[src/sfp_pkg.sv]
package sfp_pkg;

  // ----------------------------------------------------------------
  // register map (byte addresses, one word each)
  // ----------------------------------------------------------------
  localparam logic [7:0] ADR_CTRL = 8'h00;
  localparam logic [7:0] ADR_PROT = 8'h04;
  localparam logic [7:0] ADR_STAT = 8'h08;
  localparam logic [7:0] ADR_RXD = 8'h0c;
  localparam logic [7:0] ADR_TXD = 8'h10;
  localparam logic [7:0] ADR_OP = 8'h14;
  localparam logic [7:0] ADR_INSTR = 8'h18;

  // ----------------------------------------------------------------
  // field positions and reset values
  // ----------------------------------------------------------------
  localparam int CB_QE = 0;
  localparam int CB_SEL = 1;
  localparam int CB_DED = 2;
  localparam int CB_MODE = 3;
  localparam int CB_DIR = 5;
  localparam int ST_ARMED = 0;
  localparam int ST_SELECTED = 1;
  localparam int ST_PAUSED = 2;
  localparam int ST_RXV = 3;
  localparam int ST_WBLK = 4;
  localparam int ST_BUSY = 5;
  localparam int ST_TXT = 6;
  localparam int ST_QREF = 7;
  localparam logic [5:0] CTRL_RST = 6'h00;
  localparam logic [7:0] PROT_RST = 8'h00;
  localparam logic [7:0] DATA_RST = 8'h00;
  localparam logic [1:0] SRP_HW = 2'h1;

  // ----------------------------------------------------------------
  // timing
  // ----------------------------------------------------------------
  localparam int CLK_PERIOD_NS = 25;
  localparam int CLR_TIME_NS = 1000;
  localparam logic [5:0] CLR_CYC =
    6'((CLR_TIME_NS + CLK_PERIOD_NS - 1) / CLK_PERIOD_NS);
  localparam logic [7:0] OP_CYCLES = 8'hc8;

  // ----------------------------------------------------------------
  // types
  // ----------------------------------------------------------------
  typedef enum logic [1:0] {
    PH_IDLE = 2'b00,
    PH_INSTR = 2'b01,
    PH_DATA = 2'b10
  } sfp_phase_e;

  typedef enum logic [1:0] {
    LN_SINGLE = 2'b00,
    LN_DUAL = 2'b01,
    LN_QUAD = 2'b10
  } sfp_lanes_e;

  typedef struct packed {
    logic cs_s1;
    logic cs_s2;
    logic cs_d;
    logic sclk_s1;
    logic sclk_s2;
    logic sclk_d;
    logic clr_s1;
    logic clr_s2;
    logic [3:0] d_s1;
    logic [3:0] d_s2;
    logic armed;
    logic paused;
    sfp_phase_e phase;
    logic [3:0] cnt;
    logic [7:0] sh_in;
    logic [7:0] instr;
    logic [7:0] tx_sh;
    logic [7:0] rx_data;
    logic [7:0] tx_data;
    logic [7:0] prot;
    logic [5:0] ctrl;
    logic rx_valid;
    logic wblk;
    logic tx_taken;
    logic quad_ref;
    logic [7:0] busy_cnt;
    logic [5:0] clr_cnt;
    logic [3:0] dout;
    logic [3:0] oe;
    logic ack;
    logic [31:0] dat;
  } sfp_state_s;

endpackage : sfp_pkg

[src/sfp_front_end.sv]
`timescale 1ns/1ps
module sfp_front_end (
  input wire logic clk_i,
  input wire logic rst_i,
  input wire logic sclk_i,
  input wire logic cs_n_i,
  input wire logic [3:0] data_in_i,
  output logic [3:0] data_out_o,
  output logic [3:0] data_oe_o,
  input wire logic pin_clear_n_i,
  input wire logic wb_cyc_i,
  input wire logic wb_stb_i,
  input wire logic wb_we_i,
  input wire logic [7:0] wb_adr_i,
  input wire logic [3:0] wb_sel_i,
  input wire logic [31:0] wb_dat_i,
  output logic [31:0] wb_dat_o,
  output logic wb_ack_o
);
  import sfp_pkg::*;

  sfp_state_s s;
  sfp_state_s n;
  sfp_lanes_e mode;
  logic [3:0] wv;
  logic qe, ded, psel, dir;
  logic cs_fall, cs_rise, sclk_rise, sclk_fall;
  logic quad_xfer, refused, pause_fn, line3_clr, pause_req;
  logic wp_blk, clear_low, clr_hit, req, wr, rd;

  // ----------------------------------------------------------------
  // decoded configuration and edges
  // ----------------------------------------------------------------
  assign qe = s.ctrl[CB_QE];
  assign psel = s.ctrl[CB_SEL];
  assign ded = s.ctrl[CB_DED];
  assign dir = s.ctrl[CB_DIR];
  assign mode = sfp_lanes_e'(s.ctrl[CB_MODE +: 2]);
  assign wv = (mode == LN_QUAD) ? 4'h4 : (mode == LN_DUAL) ? 4'h2 : 4'h1;
  assign cs_fall = s.cs_d & ~s.cs_s2;
  assign cs_rise = ~s.cs_d & s.cs_s2;
  // modes 0 and 3
  // edge finding does not care about the idle level of the clock
  assign sclk_rise = s.sclk_s2 & ~s.sclk_d & ~s.paused & ~s.cs_s2;
  assign sclk_fall = ~s.sclk_s2 & s.sclk_d & ~s.paused & ~s.cs_s2;
  assign quad_xfer = (s.phase == PH_DATA) && (mode == LN_QUAD);
  // phase-free, so the first data cycle cannot drive either
  assign refused = (mode == LN_QUAD) & ~qe;
  assign pause_fn = ~qe & (ded | ~psel);
  assign line3_clr = ~qe & ~ded & psel;
  assign pause_req = pause_fn & ~quad_xfer & ~s.d_s2[3] & ~s.cs_s2;
  assign wp_blk = ~qe & ~s.d_s2[2] & (s.prot[1:0] == SRP_HW);
  assign clear_low = (ded & ~s.clr_s2) | (line3_clr & ~s.d_s2[3]);
  assign clr_hit = (s.clr_cnt == CLR_CYC);
  assign req = wb_cyc_i & wb_stb_i & ~s.ack;
  assign wr = req & wb_we_i & wb_sel_i[0];
  assign rd = req & ~wb_we_i;

  // ----------------------------------------------------------------
  // next state
  // ----------------------------------------------------------------
  always_comb begin
    n = s;
    // pins are asynchronous to clk_i: two flops before use
    n.cs_s1 = cs_n_i;
    n.cs_s2 = s.cs_s1;
    n.cs_d = s.cs_s2;
    n.sclk_s1 = sclk_i;
    n.sclk_s2 = s.sclk_s1;
    n.sclk_d = s.sclk_s2;
    n.clr_s1 = pin_clear_n_i;
    n.clr_s2 = s.clr_s1;
    n.d_s1 = data_in_i;
    n.d_s2 = s.d_s1;

    // bus side; clears come first so hardware sets win
    n.ack = req;
    n.dat = 32'h0;
    if (rd) begin
      case (wb_adr_i)
        ADR_CTRL: n.dat = {26'h0, s.ctrl};
        ADR_PROT: n.dat = {24'h0, s.prot};
        ADR_STAT: n.dat = {24'h0, s.quad_ref, s.tx_taken,
                           (s.busy_cnt != 8'h0), s.wblk, s.rx_valid,
                           s.paused, ~s.cs_s2, s.armed};
        ADR_RXD: n.dat = {24'h0, s.rx_data};
        ADR_TXD: n.dat = {24'h0, s.tx_data};
        ADR_INSTR: n.dat = {24'h0, s.instr};
        default: n.dat = 32'h0;
      endcase
      if (wb_adr_i == ADR_RXD) begin
        n.rx_valid = 1'b0;
      end
    end
    if (wr) begin
      case (wb_adr_i)
        ADR_CTRL: n.ctrl = wb_dat_i[5:0];
        ADR_PROT: begin
          if (wp_blk) begin
            n.wblk = 1'b1;
          end else begin
            n.prot = wb_dat_i[7:0];
          end
        end
        ADR_STAT: begin
          if (wb_dat_i[ST_WBLK]) n.wblk = 1'b0;
          if (wb_dat_i[ST_TXT]) n.tx_taken = 1'b0;
          if (wb_dat_i[ST_QREF]) n.quad_ref = 1'b0;
        end
        ADR_TXD: n.tx_data = wb_dat_i[7:0];
        ADR_OP: begin
          if (s.busy_cnt == 8'h0) n.busy_cnt = OP_CYCLES;
        end
        default: n.ack = req;
      endcase
    end

    if (s.busy_cnt != 8'h0) begin
      n.busy_cnt = s.busy_cnt - 8'h1;
    end

    if (!clear_low) begin
      n.clr_cnt = 6'h0;
    end else if (!clr_hit) begin
      n.clr_cnt = s.clr_cnt + 6'h1;
    end

    if (cs_fall) begin
      n.armed = 1'b1;
    end

    // frame state is kept, so release just resumes
    if (s.cs_s2) begin
      n.paused = 1'b0;
    end else if (!s.sclk_s2) begin
      n.paused = pause_req;
    end

    // frame engine
    if (clr_hit) begin
      n.armed = 1'b0;
      n.busy_cnt = 8'h0;
      n.paused = 1'b0;
      n.phase = PH_IDLE;
      n.cnt = 4'h0;
    end else if (s.cs_s2 || cs_rise) begin
      n.phase = PH_IDLE;
      n.cnt = 4'h0;
    end else if (cs_fall) begin
      n.phase = PH_INSTR;
      n.cnt = 4'h0;
    end else begin
      case (s.phase)
        PH_INSTR: begin
          if (sclk_rise) begin
            n.sh_in = {s.sh_in[6:0], s.d_s2[0]};
            n.cnt = s.cnt + 4'h1;
            if (s.cnt == 4'h7) begin
              n.instr = {s.sh_in[6:0], s.d_s2[0]};
              n.phase = PH_DATA;
              n.cnt = 4'h0;
              n.tx_sh = s.tx_data;
              if (mode == LN_QUAD && !qe) n.quad_ref = 1'b1;
            end
          end
        end
        PH_DATA: begin
          if (refused) begin
            n.cnt = s.cnt;
          end else if (!dir && sclk_rise) begin
            case (mode)
              LN_QUAD: n.sh_in = {s.sh_in[3:0], s.d_s2};
              LN_DUAL: n.sh_in = {s.sh_in[5:0], s.d_s2[1:0]};
              default: n.sh_in = {s.sh_in[6:0], s.d_s2[0]};
            endcase
            n.cnt = s.cnt + wv;
            if (s.cnt + wv == 4'h8) begin
              n.rx_data = n.sh_in;
              n.rx_valid = 1'b1;
              n.cnt = 4'h0;
            end
          end else if (dir && sclk_fall) begin
            case (mode)
              LN_QUAD: n.dout = s.tx_sh[7:4];
              LN_DUAL: n.dout = {2'b00, s.tx_sh[7:6]};
              default: n.dout = {2'b00, s.tx_sh[7], 1'b0};
            endcase
            n.tx_sh = s.tx_sh << wv;
            n.cnt = s.cnt + wv;
            if (s.cnt + wv == 4'h8) begin
              // byte repeats until software refreshes it
              n.tx_sh = s.tx_data;
              n.tx_taken = 1'b1;
              n.cnt = 4'h0;
            end
          end
        end
        default: n.cnt = 4'h0;
      endcase
    end

    n.oe = 4'h0;
    if (!s.cs_s2 && !n.paused && n.phase == PH_DATA && dir && !refused
        && !clr_hit) begin
      case (mode)
        LN_QUAD: n.oe = 4'hf;
        LN_DUAL: n.oe = 4'h3;
        default: n.oe = 4'h2;
      endcase
    end
  end

  // ----------------------------------------------------------------
  // state register
  // ----------------------------------------------------------------
  always_ff @(posedge clk_i) begin
    if (rst_i) begin
      s <= '{cs_s1: 1'b1, cs_s2: 1'b1, cs_d: 1'b1,
             sclk_s1: 1'b0, sclk_s2: 1'b0, sclk_d: 1'b0,
             clr_s1: 1'b1, clr_s2: 1'b1, d_s1: 4'hf, d_s2: 4'hf,
             armed: 1'b0, paused: 1'b0, phase: PH_IDLE, cnt: 4'h0,
             sh_in: DATA_RST, instr: DATA_RST, tx_sh: DATA_RST,
             rx_data: DATA_RST, tx_data: DATA_RST, prot: PROT_RST,
             ctrl: CTRL_RST, rx_valid: 1'b0, wblk: 1'b0,
             tx_taken: 1'b0, quad_ref: 1'b0, busy_cnt: 8'h0,
             clr_cnt: 6'h0, dout: 4'h0, oe: 4'h0, ack: 1'b0,
             dat: 32'h0};
    end else begin
      s <= n;
    end
  end

  assign data_out_o = s.dout;
  assign data_oe_o = s.oe;
  assign wb_ack_o = s.ack;
  assign wb_dat_o = s.dat;
endmodule : sfp_front_end

[config.mk]
export PLATFORM = sky130hd
export DESIGN_NAME = sfp_front_end
export DESIGN_NICKNAME = d
export VERILOG_FILES = /design/src/sfp_pkg.sv /design/src/sfp_front_end.sv
export SDC_FILE = /design/constraint.sdc
export NUM_CORES = 1
export LEC_CHECK = 0
export CORE_ASPECT_RATIO = 0.6
export CORE_MARGIN = 2
export CORE_UTILIZATION = 45
export CTS_BUF_LIST = sky130_fd_sc_hd__clkbuf_8
export DETAILED_ROUTE_END_ITERATION = 6
export DONT_BUFFER_PORTS = 1
export SYNTH_ARGS = -nofsm -noshare
export SYNTH_HDL_FRONTEND = slang
export SYNTH_SLANG_ARGS = --single-unit
[constraint.sdc]
create_clock -name clk_i -period 3.42 [get_ports clk_i]
set_input_delay 0.342 -clock clk_i [delete_from_list [all_inputs] [get_ports clk_i]]
set_output_delay 0.342 -clock clk_i [all_outputs]
set_load 0.005 [all_outputs]
Word level (Yosys, flattened, before mapping)
Cells that the tools add are included.
{"block": "classes", "n_mux": 62, "n_shift": 1, "bitwise_logic": 49, "n_eq_ne": 24, "n_addsub": 4, "n_reduce_logical": 40}
{"cell": "two-way mux 8 bit", "count": 8}
{"cell": "one-hot mux 8 bit (6 select lines)", "count": 1}
{"cell": "two-way mux 16 bit", "count": 2}
{"cell": "one-hot mux 8 bit (2 select lines)", "count": 2}
{"cell": "two-way mux 30 bit", "count": 1}
{"cell": "two-way mux 1 bit", "count": 25}
{"cell": "bitwise AND 1 bit", "count": 24}
{"cell": "equality test 8 x 5 -> 1 bit (second input constant)", "count": 3}
{"cell": "two-way mux 6 bit", "count": 4}
{"cell": "one-hot mux 4 bit (2 select lines)", "count": 3}
{"cell": "NOT 1 bit", "count": 23}
{"cell": "AND reduction 7 bit", "count": 3}
{"cell": "equality test 8 x 4 -> 1 bit (second input constant)", "count": 2}
{"cell": "zero test 8 bit", "count": 2}
{"cell": "two-way mux 4 bit", "count": 4}
{"cell": "two-way mux 7 bit", "count": 2}
{"cell": "one-hot mux 7 bit (2 select lines)", "count": 1}
{"cell": "two-way mux 2 bit", "count": 6}
{"cell": "inequality test 2 bit (second input constant)", "count": 6}
{"cell": "two-way mux 10 bit", "count": 1}
{"cell": "nonzero test 2 bit", "count": 5}
{"cell": "logical AND 1 bit", "count": 9}
{"cell": "AND reduction 3 bit", "count": 3}
{"cell": "AND reduction 9 bit", "count": 1}
{"cell": "24 further kinds", "count": 39}
{"block": "word_totals", "regBits": 136, "in_bits": 56, "word_cells": 211, "output_inout_bits": 41}

Longest topological paths before layout
Gate-level depths: netlist of run 1.
{"block": "logic_depth", "depth_word": 20, "ltp_mapped": 12, "mapped_depth_nobuf": 10}

Least setup slack after synthesis of run 1
Ideal clock, no wire load.
{"block": "synth_path", "kind": "register to register", "startpoint": "register s, in the netlist mode[0]", "endpoint": "register s[93] (netlist name)", "arrival_time_ps": 2377, "stages_incl_launch_ff": 10, "setup_ps": 91, "n_path_buf": 0, "slack_ps": 952, "t_required_ps": 3329, "period_less_slack_ps": 2468, "path_cell_list": "dfxtp_1 > inv_1 > ha_1 > ha_1 > nor2b_1 > o2111a_1 > a311o_4 > a2111oi_0 > a31oi_1 > a311oi_1"}
{"block": "synth_via", "elab_chain_cells": 10, "elab_cells_between_ends": 15, "classes_between": "add/sub (1); eq/ne (4); shift (1); mux (7); bitwise (1); reduce/logical (1)"}
{"item": "start, declared", "line": "sfp_front_end.sv:22", "text": "sfp_state_s s;"}
{"item": "start signal, assigned", "line": "sfp_front_end.sv:218", "text": "s <= '{cs_s1: 1'b1, cs_s2: 1'b1, cs_d: 1'b1,"}
{"item": "start signal, assigned", "line": "sfp_front_end.sv:229", "text": "s <= n;"}
{"item": "equality test 2 x 1 -> 1 bit", "line": "sfp_front_end.sv:39", "text": "assign wv = (mode == LN_QUAD) ? 4'h4 : (mode == LN_DUAL) ? 4'h2 : 4'h1;"}
{"item": "two-way mux 2 bit", "line": "sfp_front_end.sv:39"}
{"item": "two-way mux 3 bit", "line": "sfp_front_end.sv:39"}
{"item": "adder 4 x 3 -> 4 bit", "line": "sfp_front_end.sv:190", "text": "if (s.cnt + wv == 4'h8) begin"}
{"item": "equality test 4 bit", "line": "sfp_front_end.sv:190"}
{"item": "two-way mux 8 bit", "line": "sfp_front_end.sv:190"}
{"item": "two-way mux 8 bit", "line": "sfp_front_end.sv:182", "text": "end else if (dir && sclk_fall) begin"}
{"item": "two-way mux 8 bit", "line": "sfp_front_end.sv:170", "text": "end else if (!dir && sclk_rise) begin"}
{"item": "two-way mux 16 bit", "line": "sfp_front_end.sv:168", "text": "if (refused) begin"}
{"item": "one-hot mux 8 bit (2 select lines)", "line": "sfp_front_end.sv:153", "text": "case (s.phase)"}
Parallel ways exist; a longest one is shown, timed or not. The select of a mux whose other input is x is not followed.
A chain may end at the register's enable or synchronous reset.

Worst setup path after layout of run 1
{"block": "layout_path", "startpoint": "register s, in the netlist mode[0]", "endpoint": "register s[85] (netlist name)"}
{"block": "layout_via", "elab_chain_cells": 6, "elab_cells_between_ends": 10, "classes_between": "add/sub (1); eq/ne (3); mux (3); bitwise (2); reduce/logical (1)"}
{"item": "equality test 2 x 1 -> 1 bit", "line": "sfp_front_end.sv:39, sfp_front_end.sv:171"}
{"item": "two-way mux 2 bit", "line": "sfp_front_end.sv:39"}
{"item": "two-way mux 3 bit", "line": "sfp_front_end.sv:39"}
{"item": "adder 4 x 3 -> 4 bit", "line": "sfp_front_end.sv:177", "text": "if (s.cnt + wv == 4'h8) begin"}
{"item": "equality test 4 bit", "line": "sfp_front_end.sv:177"}
{"item": "AND reduction 7 bit (no source line)"}
Parallel ways exist; a longest one is shown, timed or not.

==> results of run 1 <==
## metrics by stage
step,area (um^2),worst slack [ns],utilization
2_1_floorplan,5690,0.952,-
3_3_place_gp,5500,0.501,0.454
3_5_place_dp,5500,0.398,0.454
4_1_cts,5690,0.363,0.470
5_1_grt,5690,0.0996,0.470
6_report,5690,0.361,0.471
## Yosys cell counts (all sizes together), types with 7 or more instances
master / instances / area (um^2)
a21oi: 46 / 230
a221oi: 9 / 78.8
a222oi: 11 / 110
a22oi: 11 / 82.6
a31oi: 7 / 43.8
buf: 58 / 418
clkbuf: 16 / 60.1
dfxtp: 111 / 2220
ha: 12 / 150
inv: 15 / 56.3
mux2i: 35 / 350
nand2: 55 / 206
nand2b: 11 / 76.3
nand3: 28 / 140
nor2: 60 / 225
nor2b: 19 / 119
nor3: 13 / 81.3
o21ai: 21 / 105
or2: 14 / 87.6
## sequential cells by signal, summed over array words and instances (netlist names)
register and count:
s 80, n 9, psel 1, data_out_o 4, ded 1, wb_dat_o 8, dir 1, mode 2
wb_ack_o 1, data_oe_o 3, qe 1
## cell usage in the layout (no fill, tap or decap), types with 11 or more instances in the layout
master,instances
buf_4,11
nor2b_1,19
a22oi_1,11
nor3_1,11
nand2_1,55
nand3_1,28
inv_1,16
ha_1,12
a222oi_1,11
o21ai_0,20
nor2_1,60
mux2i_1,35
a21oi_1,46
conb_1,24
or2_2,13
dfxtp_1,111
## cell families (layout without fill, tap and decap cells)
logic type | count (synthesis) | after routing | synth area share
DFF | 111 | 111 | 0.397
AOI/OAI and AO/OA | 139 | 139 | 0.171
and+or+nand+nor | 238 | 238 | 0.219
xor gates and xnor gates | 11 | 11 | 0.0172
muxes | 38 | 38 | 0.0726
other | 1 | 25 | 0.000669
adders and majority gates | 12 | 12 | 0.0268
buffers and inverters | 90 | 43 | 0.0960
## worst max path at each step
stage / cells past startpoint / start / to / slack [ns]
final: 10 / mode[0] / s[85] / 0.36
after CTS: 10 / mode[0] / s[85] / 0.36
after global placement: 10 / mode[0] / s[86] / 0.50
after global routing: 10 / mode[1] / s[81] / 0.1
after floorplan: 9 / mode[0] / s[93] / 0.95
after detailed placement: 10 / mode[0] / s[85] / 0.40
## power by group
group	leakage (nW)	switching [W]	total [W]	internal, W
clock	0.102	0.000477	0.000776	0.000298
combinational	1.01	0.000143	0.000256	0.000113
sequential	0.899	0.0000342	0.00137	0.00134
total	2.01	0.000654	0.00240	0.00175
## layout make-up
cell class,count,area (um^2),share of cell area
well taps,165,206,0.0363
repair buffers,11,82.6,0.0145
flip-flops and latches,111,2220,0.390
diodes,1,2.50,0.000439
clock buffers,10,138,0.0242
inverters,16,60.1,0.0105
multi-input cells,462,2930,0.514
clock inverters,6,55.1,0.00967
## worst max-delay path, cell delays in order, from the launching register on
cell and delay [ns]:
dfxtp_1 0.45, inv_1 0.09, ha_1 0.35, ha_1 0.23, ha_1 0.18, a21oi_1 0.15, xnor2_1 0.14, nor3_4 0.27
nand4_1 0.65, mux2i_1 0.37, nor2_1 0.07
## routing by layer
layer | track usage | part of all wire | vias to the layer above
met2 | 0.279 | 0.38 | 194
met5 | 0 | 0 | -
met1 | 0.333 | 0.52 | 2176
met3 | 0.0621 | 0.089 | 13
li1 | - | - | 2164
met4 | 0.0444 | 0.0079 | 0
==> metrics.txt, run 1 <==
Req. time, crit path 3.70 ns; GRT overflow 0; synth warn 0; router iterations before antenna repair 6; outcome finished clean; Synth Flop Type dfxtp_1; Clk Latency, worst-skew pair 0.38 ns; HPWL Detailed about 10 mm; Crit. End Element flop; Overall Power ~0.0024 W; PortBufs 0; Clk pin slew, worst setup/hold paths 0.11 ns; DIE WIDTH 148 um; Clock Sink Count 111; clk_skew 0.0111 ns; RSZ-0062 raised after global routing false; post-cts sizing count 0; Leakage Power 2.01 nW; maximum root-to-sink buffer count 2; Initial Utilization 0.463; hold_sp rst_i; R2R Path Start mode[0]; Mean Syn Cell Area between 8 and 9 um^2; min cycle time layout 3.06 ns; Core ar. 12100 um^2; Fillers 1184; drt initial violations about 420; H-tree Lvls 3; worst r2r dst s[85]; Global Route Usage Sum 0.212; Hold Path End s[103]; hold_buf cts 0; Hold Violations, Final 0; Min Hold Slack 0.0309 ns; CTS tree done; crit path DAT about 3.3 ns; Post-DRT Antenna Nets 0; Post-CTS Setup Bufs 0; Die Y around 90 um; worst-margin pin slew 0.887 ns; Mapped Cells 640; per-cell routed wire length 18.4 um; initial antenna violation count 1; post-synthesis cell area 5600 um^2; Final Setup Violations 0; share of cells above drive strength 1 0.0844; crit-path max FO 9; number of synthesized register bits 111; Cell Pwr Density 422 nW/um^2; largest net degree at the start of global routing a little under 80; CTS Buf Count 9; max cap viols 0; die area 13400 um^2; total wire length 14.4 mm; placed cells 765; post-synthesis sequential area ratio 0.397; synth unique cells 68; final net count approximately 680; worst setup path category flop to flop; number of global-route vias before repair 4083; via count 4547; Max transition margin 0.408; Final period util 0.894; Fmax 0.327 GHz; first-pass GRT wire length 22.3 mm; Setup crit start kind flop; area delta synth->final 1.65%; total negative slack 0 ns; EDFF count, synth 0; final slew viol count 0; # rows 31; worst hold stages 1; root buffer selected by CTS clkbuf_8; Worst Hold Class primary input to flop; # IOs 97; R2R Setup Slk 0.36 ns; ys async rst share 0; via-per-instance ratio 5.81; final weighted congestion in routability-driven placement 0.881; final non-filler cell total 782; Reg2Reg Depth 10; Worst IR Drop VDD 0.240 mV; DRC 0
Note: power is estimated with default switching activity, not from simulation.
==> run 2, diff against run 1 <==
--- a/config.mk
+++ b/config.mk
@@ -11,6 +11,7 @@
 export CTS_BUF_LIST = sky130_fd_sc_hd__clkbuf_8
 export DETAILED_ROUTE_END_ITERATION = 6
 export DONT_BUFFER_PORTS = 1
+export MAX_ROUTING_LAYER = met4
 export SYNTH_ARGS = -nofsm -noshare
 export SYNTH_HDL_FRONTEND = slang
 export SYNTH_SLANG_ARGS = --single-unit
==> run 2 against run 1 <==
Net effect:
- hold slack lost 0.0059 ns
- global-route usage rose by 1.2 points
- sequential share of layout area fell by 0.14 points
- fmax decreased by 2.2%
- routed wire length grew 1.2%
- total power increased by 1.8%
- sequential power about the same
==> metrics.txt, run 2 (synthesis gave the netlist of run 1 again) <==
root buffer selected by CTS clkbuf_8; Fmax 0.320 GHz (-2.2%); Core ar. 12100 um^2 (unchanged); DRC 0 (unchanged); worst r2r dst s[85]; Clk Latency, worst-skew pair 0.39 ns (about the same); via-per-instance ratio 5.91 (+1.6%); worst hold stages 1 (unchanged); # IOs 97 (unchanged); Setup WS post-layout 0.293 ns (-0.0684 ns); placed cells 765 (unchanged); first-pass GRT wire length 22.8 mm (+2.2%); R2R Setup Slk 0.29 ns (-0.07 ns); R2R Path Start mode[0]; largest net degree at the start of global routing 77 (unchanged); Min Hold Slack 0.0251 ns (-0.00588 ns); router iterations before antenna repair 6 (unchanged); crit path DAT 3.39 ns (+0.06 ns); initial antenna violation count 0 (-1); Leakage Power 2.02 nW (+0.45%); total wire length 14.6 mm (+1.2%); Final Setup Violations 0 (unchanged); Die Y 90.4 um (unchanged); Worst Hold Class primary input to flop; max FFs per register 80 (unchanged); Post-CTS Setup Bufs 0 (unchanged); Post-DRT Antenna Nets 0 (unchanged); worst slack at placement 0.382 ns (-0.0161 ns); most common cell after layout, fill and taps aside dfxtp_1; min cycle time layout 3.13 ns (+0.0684 ns); die area 13400 um^2 (unchanged); RSZ-0062 raised after global routing false; HPWL Detailed 10.5 mm (+0.36%); PortBufs 0 (unchanged); post-cts sizing count 0 (unchanged); Clk pin slew, worst setup/hold paths 0.12 ns (about the same); Hold Path End n[131]; # rows 31 (unchanged); final weighted congestion in routability-driven placement 0.899 (+2.1%); Hold Violations, Final 0 (unchanged); hold_sp rst_i; Setup crit start kind flop; Crit. End Element flop; GRT overflow 0 (unchanged); worst setup path category flop to flop; Worst IR Drop VDD 0.202 mV (-16%); Max transition margin 0.412 (+0.00398); Overall Power 0.00245 W (+1.8%); Biggest register s; Global Route Usage Sum 0.224 (+0.0120); crit-path max FO 9 (unchanged); commonest non-fill, non-tap cells in the layout 111 x dfxtp_1, 60 x nor2_1, 55 x nand2_1; Cell Pwr Density 428 nW/um^2 (+1.5%); Ant. Diodes 0 (-1); share of cells above drive strength 1 0.0827 (-0.00176); Reg2Reg Depth 10 (unchanged); clk_skew 0.0196 ns (+0.00851 ns); number of global-route vias before repair 4089 (+0.15%); final slew viol count 0 (unchanged); CTS tree done; Final period util 0.914 (+0.0200); max cap viols 0 (unchanged); Clock Sink Count 111 (unchanged); worst-margin pin slew 0.881 ns (-0.00595 ns); Req. time, crit path 3.69 ns (about the same); final non-filler cell total 782 (unchanged); via count 4622 (+1.6%); drt initial violations 499 (+18%); DIE WIDTH 148 um (unchanged); Fillers 1172 (-1.0%); outcome finished clean; per-cell routed wire length 18.6 um (+1.2%); CTS Buf Count 9 (unchanged); area delta synth->final 2.01%; final net count 681 (+0.29%); total negative slack 0 ns (unchanged); H-tree Lvls 3 (unchanged); maximum root-to-sink buffer count 2 (unchanged); Initial Utilization 0.463 (unchanged)
[run 2: per-layer routing]
layer,track usage,wire (um)
met5,-,0
met4,0.0468,153
met3,0.0586,1570
met2,0.285,5700
met1,0.345,7160
[run 2: report_power, final]
group	total (W)	switching [W]	internal, W
Clock	0.000813	0.000471	0.000342
Combinational	0.000261	0.000147	0.000114
Sequential	0.00137	0.0000354	0.00134
[run 2: final cells by class]
class | instances | area (um^2) | share of cell area
sequential | 111 | 2220 | 0.389
clock buffer | 9 | 124 | 0.0217
tap | 165 | 206 | 0.0361
inverter | 16 | 60.1 | 0.0105
clock inverter | 6 | 71.3 | 0.0125
multi-input combinational | 462 | 2930 | 0.512
timing repair buffer | 13 | 103 | 0.0180
[run 2: critical path: stages, from the launching register on]
cell	delay (ns)
dfxtp_1	0.44
inv_1	0.09
ha_1	0.35
ha_1	0.23
ha_1	0.18
a21oi_1	0.16
xnor2_1	0.16
nor3_4	0.28
nand4_1	0.67
mux2i_1	0.36
nor2_1	0.05
[run 2: worst max-delay path by stage]
stage	to	depth (start not counted)	slack [ns]	from
6_report	s[85]	10	0.29	mode[0]
5_1_grt	s[83]	10	0.07	mode[0]
4_1_cts	s[83]	10	0.33	mode[0]
3_5_place_dp	s[83]	10	0.38	mode[0]
3_3_place_gp	s[87]	10	0.51	mode[0]
2_1_floorplan	s[93]	9	0.95	mode[0]
[run 2: per-stage QoR]
| step | cell area [um^2] | utilization |
|---|---|---|
| 2_1_floorplan | 5690 | - |
| 3_3_place_gp | 5500 | 0.454 |
| 3_5_place_dp | 5500 | 0.454 |
| 4_1_cts | 5690 | 0.471 |
| 5_1_grt | 5710 | 0.472 |
| 6_report | 5710 | 0.472 |
[run 2: timing repair]
action	CTS	global route
endpoints found under the setup margin	0	0
hold buffers	0	2
endpoints found under the hold margin	0	4
